### config.mk
export PLATFORM = sky130hd
export DESIGN_NAME = pfc_packet_config
export DESIGN_NICKNAME = d
export VERILOG_FILES = /design/src/pfc_pkg.sv /design/src/pfc_packet_config.sv
export VERILOG_INCLUDE_DIRS = /design/src
export SDC_FILE = /design/constraint.sdc
export NUM_CORES = 1
export LEC_CHECK = 0
export ABC_CLOCK_PERIOD_IN_PS = 1700
export BUFFER_PORTS_ARGS = -buffer_cell sky130_fd_sc_hd__buf_4
export CORE_ASPECT_RATIO = 0.75
export CORE_MARGIN = 2
export CORE_UTILIZATION = 45
export DETAILED_ROUTE_END_ITERATION = 7
export PLACE_DENSITY = 0.9
export SETUP_SLACK_MARGIN = 0.02
export SYNTH_ARGS = -nofsm -noshare
export SYNTH_HDL_FRONTEND = slang
export SYNTH_SLANG_ARGS = --single-unit
### constraint.sdc
create_clock -name clk_i -period 1.7 [get_ports clk_i]
set_input_delay 0.085 -clock clk_i [delete_from_list [all_inputs] [get_ports clk_i]]
set_output_delay 0.085 -clock clk_i [all_outputs]
set_load 0.01 [all_outputs]
### src/pfc_params.svh
// Constants of the packet format configuration block.
// Assumes inclusion by the package and the design module only.
`ifndef PFC_PARAMS_SVH
`define PFC_PARAMS_SVH
`define PFC_CFG_ADDR 8'h04
`define PFC_CFG_RESET 8'h00
`define PFC_EXT_LSB 6
`define PFC_LENORD_BIT 5
`define PFC_DATORD_BIT 4
`define PFC_AUTODET_BIT 3
`define PFC_RSVD_BIT 2
`define PFC_FMT_LSB 0
`define PFC_CI_EXT2 8'h8c
`define PFC_CI_EXT8 8'h8d
`define PFC_EXT2_BYTES 4'h2
`define PFC_EXT8_BYTES 4'h8
`define PFC_BIT_LAST 3'h7
`endif

### src/pfc_pkg.sv
// Types of the packet format configuration block.
// Assumes pfc_params.svh sits in the include path.
`include "pfc_params.svh"
package pfc_pkg;
  typedef enum logic [1:0] {
    PFC_FMT_A = 2'b00,
    PFC_FMT_B = 2'b01,
    PFC_FMT_C = 2'b10,
    PFC_FMT_RSVD = 2'b11
  } pfc_fmt_t;
  typedef enum logic [1:0] {
    PFC_EXT_NONE = 2'b00,
    PFC_EXT_TWO = 2'b01,
    PFC_EXT_EIGHT = 2'b10,
    PFC_EXT_RSVD = 2'b11
  } pfc_ext_t;
  // Decoded settings handed to the framer
  typedef struct packed {
    pfc_fmt_t frame_format_select;
    pfc_ext_t link_ext_select;
    logic length_field_bit_order;
    logic payload_bit_order;
    logic rx_ext_autodetect_off;
  } pfc_cfg_t;
endpackage

### src/pfc_packet_config.sv
// Packet configuration register and the bit-order / extension decode it steers.
// Assumes a host register port (addr, write strobe, data) on clk_i, and a
// framer that moves one byte at a time, marking length bytes apart from data.
`timescale 1ns/100ps
`include "pfc_params.svh"
module pfc_packet_config
  import pfc_pkg::*;
(
  input wire logic clk_i,
  input wire logic sys_rst_i,
  input wire logic [7:0] reg_addr_i,
  input wire logic reg_wr_i,
  input wire logic [7:0] reg_wdata_i,
  input wire logic reg_rd_i,
  input wire logic byte_valid_i,
  input wire logic byte_is_len_i,
  input wire logic [7:0] byte_i,
  input wire logic [7:0] rx_ci_i,
  input wire logic rx_ci_valid_i,
  output logic [7:0] reg_rdata_o,
  output pfc_cfg_t cfg_o,
  output logic [7:0] ext_ci_o,
  output logic [3:0] ext_len_o,
  output logic byte_valid_o,
  output logic [7:0] byte_o,
  output logic rx_ext_found_o,
  output logic [3:0] rx_ext_len_o
);

  logic [7:0] cfg_ff;
  logic [7:0] nxt_cfg;
  logic hit;
  pfc_ext_t ext_sel;
  logic ord_lsb;
  logic [7:0] reordered;

  assign hit = (reg_addr_i == `PFC_CFG_ADDR);
  assign ext_sel = pfc_ext_t'(cfg_ff[`PFC_EXT_LSB +: 2]);
  assign nxt_cfg = reg_wdata_i;

  // Configuration register; all bits, reserved bit 2 included, are read/write
  always_ff @(posedge clk_i)
  begin
    if (sys_rst_i)
      cfg_ff <= `PFC_CFG_RESET;
    else if (reg_wr_i && hit)
      cfg_ff <= nxt_cfg;
  end

  // Read data; unmapped addresses read zero
  always_ff @(posedge clk_i)
  begin
    if (sys_rst_i)
      reg_rdata_o <= 8'h00;
    else if (reg_rd_i)
      reg_rdata_o <= hit ? cfg_ff : 8'h00;
  end

  // Decoded fields registered so the framer sees flop outputs
  always_ff @(posedge clk_i)
  begin
    if (sys_rst_i)
      cfg_o <= '0;
    else
    begin
      cfg_o.frame_format_select <= pfc_fmt_t'(cfg_ff[`PFC_FMT_LSB +: 2]);
      cfg_o.link_ext_select <= ext_sel;
      cfg_o.length_field_bit_order <= cfg_ff[`PFC_LENORD_BIT];
      cfg_o.payload_bit_order <= cfg_ff[`PFC_DATORD_BIT];
      cfg_o.rx_ext_autodetect_off <= cfg_ff[`PFC_AUTODET_BIT];
    end
  end

  // Extension CI and length; reserved code behaves as no extension
  always_ff @(posedge clk_i)
  begin
    if (sys_rst_i)
    begin
      ext_ci_o <= 8'h00;
      ext_len_o <= 4'h0;
    end
    else
    begin
      unique case (ext_sel)
        PFC_EXT_TWO:
        begin
          ext_ci_o <= `PFC_CI_EXT2;
          ext_len_o <= `PFC_EXT2_BYTES;
        end
        PFC_EXT_EIGHT:
        begin
          ext_ci_o <= `PFC_CI_EXT8;
          ext_len_o <= `PFC_EXT8_BYTES;
        end
        PFC_EXT_NONE, PFC_EXT_RSVD:
        begin
          ext_ci_o <= 8'h00;
          ext_len_o <= 4'h0;
        end
      endcase
    end
  end

  // Bit order: one reversal serves transmit bytes only; rx_ci_i is not reordered
  assign ord_lsb = byte_is_len_i ? cfg_ff[`PFC_LENORD_BIT]
                                 : cfg_ff[`PFC_DATORD_BIT];
  always_comb
  begin
    reordered = byte_i;
    if (ord_lsb)
      for (int i = 0; i <= `PFC_BIT_LAST; i++)
        reordered[i] = byte_i[`PFC_BIT_LAST - i];
  end

  // Byte stage toward the serialiser; bit 7 of byte_o goes on air first
  always_ff @(posedge clk_i)
  begin
    if (sys_rst_i)
    begin
      byte_valid_o <= 1'b0;
      byte_o <= 8'h00;
    end
    else
    begin
      byte_valid_o <= byte_valid_i;
      if (byte_valid_i)
        byte_o <= reordered;
    end
  end

  // Receive autodetect; limited to the 2/8-byte CI codes handled here
  always_ff @(posedge clk_i)
  begin
    if (sys_rst_i)
    begin
      rx_ext_found_o <= 1'b0;
      rx_ext_len_o <= 4'h0;
    end
    else if (rx_ci_valid_i)
    begin
      rx_ext_found_o <= 1'b0;
      rx_ext_len_o <= 4'h0;
      if (!cfg_ff[`PFC_AUTODET_BIT])
      begin
        if (rx_ci_i == `PFC_CI_EXT2)
        begin
          rx_ext_found_o <= 1'b1;
          rx_ext_len_o <= `PFC_EXT2_BYTES;
        end
        else if (rx_ci_i == `PFC_CI_EXT8)
        begin
          rx_ext_found_o <= 1'b1;
          rx_ext_len_o <= `PFC_EXT8_BYTES;
        end
      end
    end
  end

  // Independent bit reversal for the order checks, so a broken datapath loop cannot hide
  function automatic logic [7:0] flip_bits(input logic [7:0] x);
    flip_bits = {x[0], x[1], x[2], x[3], x[4], x[5], x[6], x[7]};
  endfunction
endmodule

==> impl_metrics.toml, run 1 <==
[run_status]
outcome = "finished clean"

[placed_design]
place_area_um2 = 2110
gp_congestion = 0.771
place_hpwl_mm = 2.52
portBuffers = 71
place_ws_ns = 0.372
dp.cells = 254

[power_and_ir_drop]
p_comb_frac = 0.106
p_clk_frac = 0.365
ir_worst_vdd_mv = 0.553
switching_share = 0.226
power_switching_mw = 0.389
p_per_area_nw_per_um2 = 778
p_int_mw = 1.33
leakagePower_nw = 1.02
p_seq_frac = 0.529

[clocking]
root_buffer = "clkbuf_8"
cts_buffers = 5
clockBufferDepth = 2
cts_resized = 0
clk_pin_slew_worst_paths_ns = 0.07
clkLatencyLatePin_ns = 0.29
cts_setup_buffers = 0
h-tree-depth = 2
cts_sinks = 38
tritoncts = "yes"

[grt]
met2_usage = 0.265
grt_pass1_vias = 1204
grt_util_met1 = 0.209
top_usage_layer = "met2"
grt_use_total = 0.172
use_met3 = 0.0670
gr-total-overflow = 0
antenna_found_initial = 0
grt_start_max_net_pins = 42
grt_first_pass_wirelength_mm = 5.35

[setup_path]
worstPathArrival_ns = 1.40
worstSetupEndpointType = "flop"
required_ns = 1.90
regToRegEndpoint = "byte_o[2]$_SDFFE_PP0P_"
reg2regPathDepth = 3
rrSetupSlack_ns = 0.50
cp_max_fo = 8
rr_startpoint = "cfg_ff[4]$_SDFFE_PP0P_"
path_class = "reg -> reg"
start_kind = "flop"

[synth]
synth_area_um2 = 1600
synth_top_cell_area_share = 0.475
synth-edff-count = 0
synth_area_leader_cell = "dfxtp_1"
async_flop_share = 0
syn_inst = 152
syn_avg_cell_area_um2 = 10.5
yosys_warnings = 0
ys_seq_area_frac = 0.475
synth_seq_cells = 38
synth_cell_type_count = 25
synth_ff_type = "dfxtp_1"
synth_top_cells_by_area = "dfxtp_1 47%, mux2_4 6.6%, nor2b_1 5.9%"

[layout]
area_growth_pct = 38.3
nets = 263
fillers = 302
fin_area_um2 = 2220
antenna_cells = 0
layout-drive-gt1-share = 0.413
post_layout_nonfiller_instances = 263

[timing]
fin_crit_sh = 0.706
hold_slack_ns = 0.0243
clock_skew_ns = 0.00501
setup-tns-final_ns = 0
fin_ws_ns = 0.500
period_needed_ns = 1.20
finalSetupViolCount = 0
rsz0062_at_grt = "false"
max_freq_ghz = 0.834
slew_violations = 0
hold_viol = 0

[floorplanning]
fp.dieH_um = 55.7
fp-row-count = 18
die_width_um = 72.9
dieArea_um2 = 4060
core_area_um2 = 3360
initial_core_util = 0.478
ios = 80

[detailed_routing]
drt.antenna.violating_nets = 0
drtIter0Drc = 39
remaining_drc_errors = 0
vias = 1278
firstDrtPassIters = 4
drt-total-wl_mm = 3.36
routedWlPerCell_um = 12.8
routed_via_density = 4.86

[worst_hold_path]
min_to = "rx_ext_len_o[3]$_SDFFE_PP0P_"
min_path_type = "in -> reg"
holdCritStartpoint = "rx_ci_valid_i"
holdPathStages = 2

[run]
maxCapViolCount = 0
-- worst max-delay path, stage by stage, from the launching register on --
cell and delay (ns):
dfxtp_1 0.35, mux2i_4 0.36, mux2i_1 0.14, a211oi_1 0.26
-- layer usage --
layer | vias up | wire, um
met1 | 576 | 1430
met2 | 52 | 1630
met4 | 0 | 50
met3 | 5 | 249
li1 | 645 | -
met5 | - | 0
-- cell usage after synthesis, types with 3 or more instances --
master and instances:
inv_1 3, a21oi_1 9, buf_4 11, a211oi_1 8, nand2b_1 12, mux2_4 7
nor2_1 11, nand4_1 9, mux2i_1 9, nor2b_1 15, clkbuf_1 6, dfxtp_1 38
-- registers in the layout, indices dropped and copies added, names as in the netlist --
signal and flops:
cfg_ff 8, reg_rdata_o 8, cfg_o 7, ext_ci_o 2, ext_len_o 1, byte_o 8, rx_ext_found_o 1, byte_valid_o 1
rx_ext_len_o 2
-- logic make-up (layout without fill, tap and decap cells) --
logic type | after synthesis | count (layout) | synth area share
compound gates | 19 | 19 | 0.0757
fa+ha+maj | 2 | 2 | 0.0156
buf+inv | 22 | 86 | 0.0820
flops | 38 | 38 | 0.475
mux | 17 | 17 | 0.136
other cells | 1 | 8 | 0.00234
simple gates | 53 | 53 | 0.214
-- power by group through the flow --
stage | registers, mW | clock network, mW | logic, mW
detailed placement | 0.932 | 0 | 0.182
CTS | 0.912 | 0.648 | 0.184
floorplan | 0.939 | 0 | 0.0802
global route | 0.913 | 0.683 | 0.201
global placement | 0.932 | 0 | 0.179
finish | 0.912 | 0.628 | 0.183
-- cell type report --
type | instances | area (um^2) | area share
timing repair buffer | 75 | 566 | 0.255
clock inverter | 1 | 5.00 | 0.00226
inverter | 3 | 11.3 | 0.00508
sequential | 38 | 761 | 0.343
multi-input combinational | 99 | 737 | 0.333
clock buffer | 7 | 86.3 | 0.0390
tap | 40 | 50.0 | 0.0226
-- cells in the final DEF (no fill, tap or decap), types with 2 or more instances in the layout --
| master | n |
|---|---|
| buf_4 | 74 |
| mux2_4 | 7 |
| a21oi_1 | 9 |
| dfxtp_1 | 38 |
| mux2i_1 | 9 |
| nand2b_1 | 12 |
| conb_1 | 8 |
| clkbuf_8 | 6 |
| nand4_1 | 9 |
| ha_1 | 2 |
| a211oi_1 | 8 |
| inv_1 | 3 |
| nor2_1 | 11 |
| nor2b_1 | 15 |
-- timing repair --
item | 4_1_cts | 5_1_grt
setup endpoints to repair | 0 | 0
hold buffers | 1 | 0
endpoints found under the hold margin | 1 | 0
-- stage by stage --
step / utilization / total power [mW]
global placement: 0.630 / 1.11
CTS: 0.660 / 1.74
global route: 0.660 / 1.80
finish: 0.660 / 1.72
detailed placement: 0.630 / 1.11
floorplan: - / 1.02
-- worst max path at each step --
stage | start | to | slack, ns | depth (start not counted)
floorplan | reg_addr_i[5] | cfg_ff[0]$_SDFFE_PP0P_ | 0.42 | 4
global placement | reg_addr_i[1] | cfg_ff[1]$_SDFFE_PP0P_ | 0.43 | 5
detailed placement | reg_addr_i[5] | cfg_ff[1]$_SDFFE_PP0P_ | 0.37 | 5
CTS | cfg_ff[4]$_SDFFE_PP0P_ | byte_o[5]$_SDFFE_PP0P_ | 0.48 | 3
global route | cfg_ff[4]$_SDFFE_PP0P_ | byte_o[1]$_SDFFE_PP0P_ | 0.40 | 3
finish | cfg_ff[4]$_SDFFE_PP0P_ | byte_o[2]$_SDFFE_PP0P_ | 0.50 | 3
Note: power is estimated with default switching activity, not from simulation.
==> inputs of run 2 (changes only) <==
- ABC_AREA: unset -> 1
- ABC_CLOCK_PERIOD_IN_PS: 1700 -> 1150
- PLACE_DENSITY: 0.9 -> 0.89
- clock period: 1.7 -> 1.15 ns (I/O delays scaled with it)
==> impl_metrics.toml, run 2 <==
[run_status]
outcome = "finished clean"

[synth]
synth_area_leader_cell = "dfxtp_1"
synth_most_common_cell = "nand2_1"
synth_top_cells_by_area = "dfxtp_1 46%, nand2_1 11%, nor2_1 9.5%"
yosys_warnings = 0
async_flop_share = 0
synth_area_um2 = 1660
ys_seq_area_frac = 0.458
synth_seq_cells = 38
yosys-top-cells-count = "49 x nand2_1, 42 x nor2_1, 38 x dfxtp_1, 31 x inv_1, 19 x a21oi_1"
synth_top_cell_area_share = 0.458
syn_avg_cell_area_um2 = 7.07
synth_ff_type = "dfxtp_1"
synth_cell_type_count = 18
syn_inst = 235
synth-edff-count = 0

[placed_design]
portBuffers = 71
place_hpwl_mm = 2.77
gp_congestion = 0.790
place_ws_ns = 0.0660

[timing]
period_needed_ns = 1.05
fin_ws_ns = 0.0955
rsz0062_at_grt = "false"
slew_violations = 0
fin_crit_sh = 0.917
clock_skew_ns = 0.00867
finalSetupViolCount = 0
hold_viol = 0
setup-tns-final_ns = 0
max_freq_ghz = 0.948

[setup_path]
rrSetupSlack_ns = 0.1
path_class = "reg -> reg"
worstSetupEndpointType = "flop"
required_ns = 1.34
start_kind = "flop"
worstPathArrival_ns = 1.25
cp_max_fo = 8

[clocking]
tritoncts = "yes"
clkLatencyLatePin_ns = 0.29
clk_pin_slew_worst_paths_ns = 0.07
clockBufferDepth = 2
root_buffer = "clkbuf_8"
cts_sinks = 38
cts_buffers = 5
h-tree-depth = 2
cts_hold_buf = 0

[floorplanning]
fp.dieH_um = 56.6
fp-row-count = 19
ios = 80
core_area_um2 = 3590
initial_core_util = 0.463
die_width_um = 74.1
dieArea_um2 = 4200

[layout]
top_regs = "byte_o (8), cfg_ff (8), reg_rdata_o (8)"
layout_common_cells = "73 x buf_4, 49 x nand2_1, 42 x nor2_1"
layout-drive-gt1-share = 0.287
final_common_cell = "buf_4"
fillers = 328
antenna_cells = 0
nets = 343
area_growth_pct = 36.9

[detailed_routing]
routedWlPerCell_um = 10.3
drtIter0Drc = 86
firstDrtPassIters = 4
remaining_drc_errors = 0
drt.antenna.violating_nets = 0
drt-total-wl_mm = 3.67
vias = 1576
routed_via_density = 4.44

[grt]
grt_start_max_net_pins = 25
gr-total-overflow = 0
grt_use_total = 0.181
grt_first_pass_wirelength_mm = 5.81
grt_pass1_vias = 1409
antenna_found_initial = 0

[power_and_ir_drop]
leakagePower_nw = 1.15
p_per_area_nw_per_um2 = 1150
ir_worst_vdd_mv = 0.570

[worst_hold_path]
min_path_type = "in -> reg"

[run]
maxCapViolCount = 0
## run 2: repair_timing
action                                  in CTS  in global routing
hold endpoints to repair                     0                  0
endpoints found under the setup margin       0                  3
resized for setup                            0                  2
buffers inserted                             0                  0
## run 2: worst paths after layout
check	from	end	depth (start not counted)
hold / removal	rx_ci_i[1]	rx_ext_len_o[1]$_SDFFE_PP0P_	4
setup reg to reg	cfg_ff[4]$_SDFFE_PP0P_	byte_o[0]$_SDFFE_PP0P_	7
hold reg to reg	cfg_ff[1]$_SDFFE_PP0P_	cfg_o[6]$_SDFF_PP0_	2
setup / recovery	cfg_ff[4]$_SDFFE_PP0P_	byte_o[0]$_SDFFE_PP0P_	7
## run 2: worst max-delay path, cell delays in order (launching register included)
cell and delay, ns:
dfxtp_2 0.34, inv_2 0.05, o21ai_4 0.18, inv_2 0.10, nand2_1 0.08, nand3_1 0.08
nand2_1 0.09, inv_1 0.05
## run 2: layout make-up
cell class              instances  area (um^2)  area share
clock inverters                 1         5.00     0.00220
inverters                      33          124      0.0545
clock buffers                   7         86.3      0.0380
repair buffers                 74          568       0.250
flip-flops and latches         38          763       0.336
well taps                      52         65.1      0.0286
multi-input cells             150          662       0.291
## run 2: metrics by stage
step / hold slack [ns] / utilization / total power, mW / std cells / cell area, um^2
detailed placement: 0.356 / 0.607 / 1.73 / 347 / 2180
finish: 0.0484 / 0.633 / 2.62 / 355 / 2270
CTS: 0.0416 / 0.633 / 2.65 / 355 / 2270
global placement: 0.349 / 0.607 / 1.72 / 347 / 2180
floorplan: 0.206 / - / 1.57 / 242 / 1690
global route: 0.0548 / 0.633 / 2.74 / 355 / 2270
## run 2: cell families after synthesis
family                     after synthesis  share of synthesized area
and+or+nand+nor                        112                      0.274
adders and majority gates                2                     0.0151
buffers and inverters                   54                      0.159
AOI/OAI and AO/OA                       28                     0.0912
DFF                                     38                      0.458
other                                    1                    0.00226
## run 2: report_power, final
group	switching [mW]	internal, mW	total [mW]
Combinational	0.165	0.168	0.332
Sequential	0.0184	1.35	1.37
Clock	0.432	0.483	0.914
## run 2: metal layers
layer,wire [um],GRT usage,up-vias
li1,-,-,829
met1,1550,0.191,687
met2,1790,0.325,50
met3,246,0.0467,10
met4,87,0.0909,0
met5,0,0,-
==> inputs of run 3 (changes only) <==
- CORE_ASPECT_RATIO: 0.75 -> 1.75
==> impl_metrics.toml, run 3 (synthesis gave the netlist of run 2 again) <==
[detailed_routing]
routed_via_density = 4.62
firstDrtPassIters = 4
vias = 1616
wl_met1_mm = 1.34
routedWlPerCell_um = 10.6
wl_met2_mm = 2.02
drtIter0Drc = 41
drt-total-wl_mm = 3.69
drt.antenna.violating_nets = 0
remaining_drc_errors = 0
highest_layer = "met4"
route.met3.wl_um = 223

[setup_path]
cp_max_fo = 8
rr_startpoint = "cfg_ff[4]$_SDFFE_PP0P_"
start_kind = "flop"
worstPathArrival_ns = 1.28
critPathMaxStageDelay_ns = 0.34
cp-startpoint = "cfg_ff[4]$_SDFFE_PP0P_"
required_ns = 1.34
path_class = "reg -> reg"
path_cells = "inv_2 -> o21ai_4 -> inv_4 -> nand2_2 -> nand3_2 -> nand2_2 -> inv_2"
slowest_stage = "dfxtp_2"
worstSetupEndpointType = "flop"

[floorplanning]
fp.dieH_um = 84.4
core_area_um2 = 3590
dieArea_um2 = 4210
ios = 80
die_width_um = 49.9
fp-row-count = 29
initial_core_util = 0.462

[layout]
fillers = 306
area_growth_pct = 41.5
top_regs = "byte_o (8), cfg_ff (8), reg_rdata_o (8)"
layout-drive-gt1-share = 0.313
final_util = 0.654
antenna_cells = 0
layout_common_cells = "73 x buf_4, 45 x nand2_1, 42 x nor2_1"
fin_area_um2 = 2350
post_layout_nonfiller_instances = 350
final_common_cell = "buf_4"
nets = 344

[power_and_ir_drop]
p_per_area_nw_per_um2 = 1310
total_power_mw = 3.08
leakagePower_nw = 1.18
ir_worst_vdd_mv = 1.24

[grt]
gr-total-overflow = 0
grt_first_pass_wirelength_mm = 6.07
antenna_found_initial = 0
grt_use_total = 0.186
grt_pass1_vias = 1526
grt_start_max_net_pins = 25

[run]
maxCapViolCount = 0

[timing]
clock_skew_ns = 0.00402
rsz0062_at_grt = "true"
hold_slack_ns = 0.0508
period_needed_ns = 1.09
hold_viol = 0
fin_crit_sh = 0.947
finalSetupViolCount = 0
slew_violations = 0
max_freq_ghz = 0.918

[clocking]
clockBufferDepth = 2
clkLatencyLatePin_ns = 0.28
root_buffer = "clkbuf_8"
cts_sinks = 38
h-tree-depth = 2
tritoncts = "yes"
cts_buffers = 5
clk_pin_slew_worst_paths_ns = 0.07

[run_status]
outcome = "finished clean"

[placed_design]
place_area_um2 = 2160
place_hpwl_mm = 2.69
gp_congestion = 0.748
portBuffers = 71
dp.cells = 340

[worst_hold_path]
holdCritStartpoint = "rx_ci_i[1]"
min_path_type = "in -> reg"
-- run 3: changes by cell type in the layout (fill, tap and decap cells not counted), moves of 2 or more --
cell       before  now
nand2_2         0    4
nand3_1        17   15
nand2_1        49   45
bufinv_16       0    2
nand3_2         0    2
-- run 3: final timing paths --
path | slack (ns) | cells past startpoint | end
worst max-delay path | 0.06 | 7 | byte_o[4]$_SDFFE_PP0P_
worst min-delay path | 0.05 | 4 | rx_ext_len_o[1]$_SDFFE_PP0P_
worst max register to register | 0.06 | 7 | byte_o[4]$_SDFFE_PP0P_
worst min register to register | 0.44 | 2 | cfg_o[6]$_SDFF_PP0_
-- run 3: cell type report --
cell class                 count  area [um^2]  area share
sequential                    38          762       0.324
clock inverter                 2         60.1      0.0256
timing repair buffer          75          579       0.247
inverter                      33          126      0.0538
tap                           46         57.6      0.0245
multi-input combinational    150          682       0.290
clock buffer                   6         82.6      0.0351
-- run 3: through the flow --
step	TNS (ns)	worst slack [ns]
final	0	0.0606
after CTS	0	0.0405
after global placement	0	0.0969
after floorplan	0	0.162
after global routing	-0.0337	-0.0281
after detailed placement	0	0.0261
-- run 3: timing repair --
| item | 4_1_cts | 5_1_grt |
|---|---|---|
| gates resized for setup | 0 | 10 |
| hold buffers | 0 | 0 |
| setup endpoints to repair | 2 | 8 |
| pin swaps | 1 | 5 |
| buffers inserted | 1 | 1 |
-- run 3: per-layer routing --
metal	vias up	track usage
met4	0	0.0960
met3	10	0.0498
met1	709	0.178
met2	64	0.349
li1	833	-
met5	-	0
-- run 3: worst max-delay path: cells and delay by family, from the launching register on --
kind	cells	cell delay, ns
AO/OA/AOI/OAI	1	0.23
AND/OR/NAND/NOR	3	0.25
flip-flops	1	0.34
buffers and inverters	3	0.17
-- run 3: where the power goes --
group          internal, mW  leakage [nW]  switching [mW]
logic                 0.170         0.796           0.166
registers              1.35         0.310          0.0196
clock network         0.925        0.0714           0.451
total                  2.45          1.18           0.636
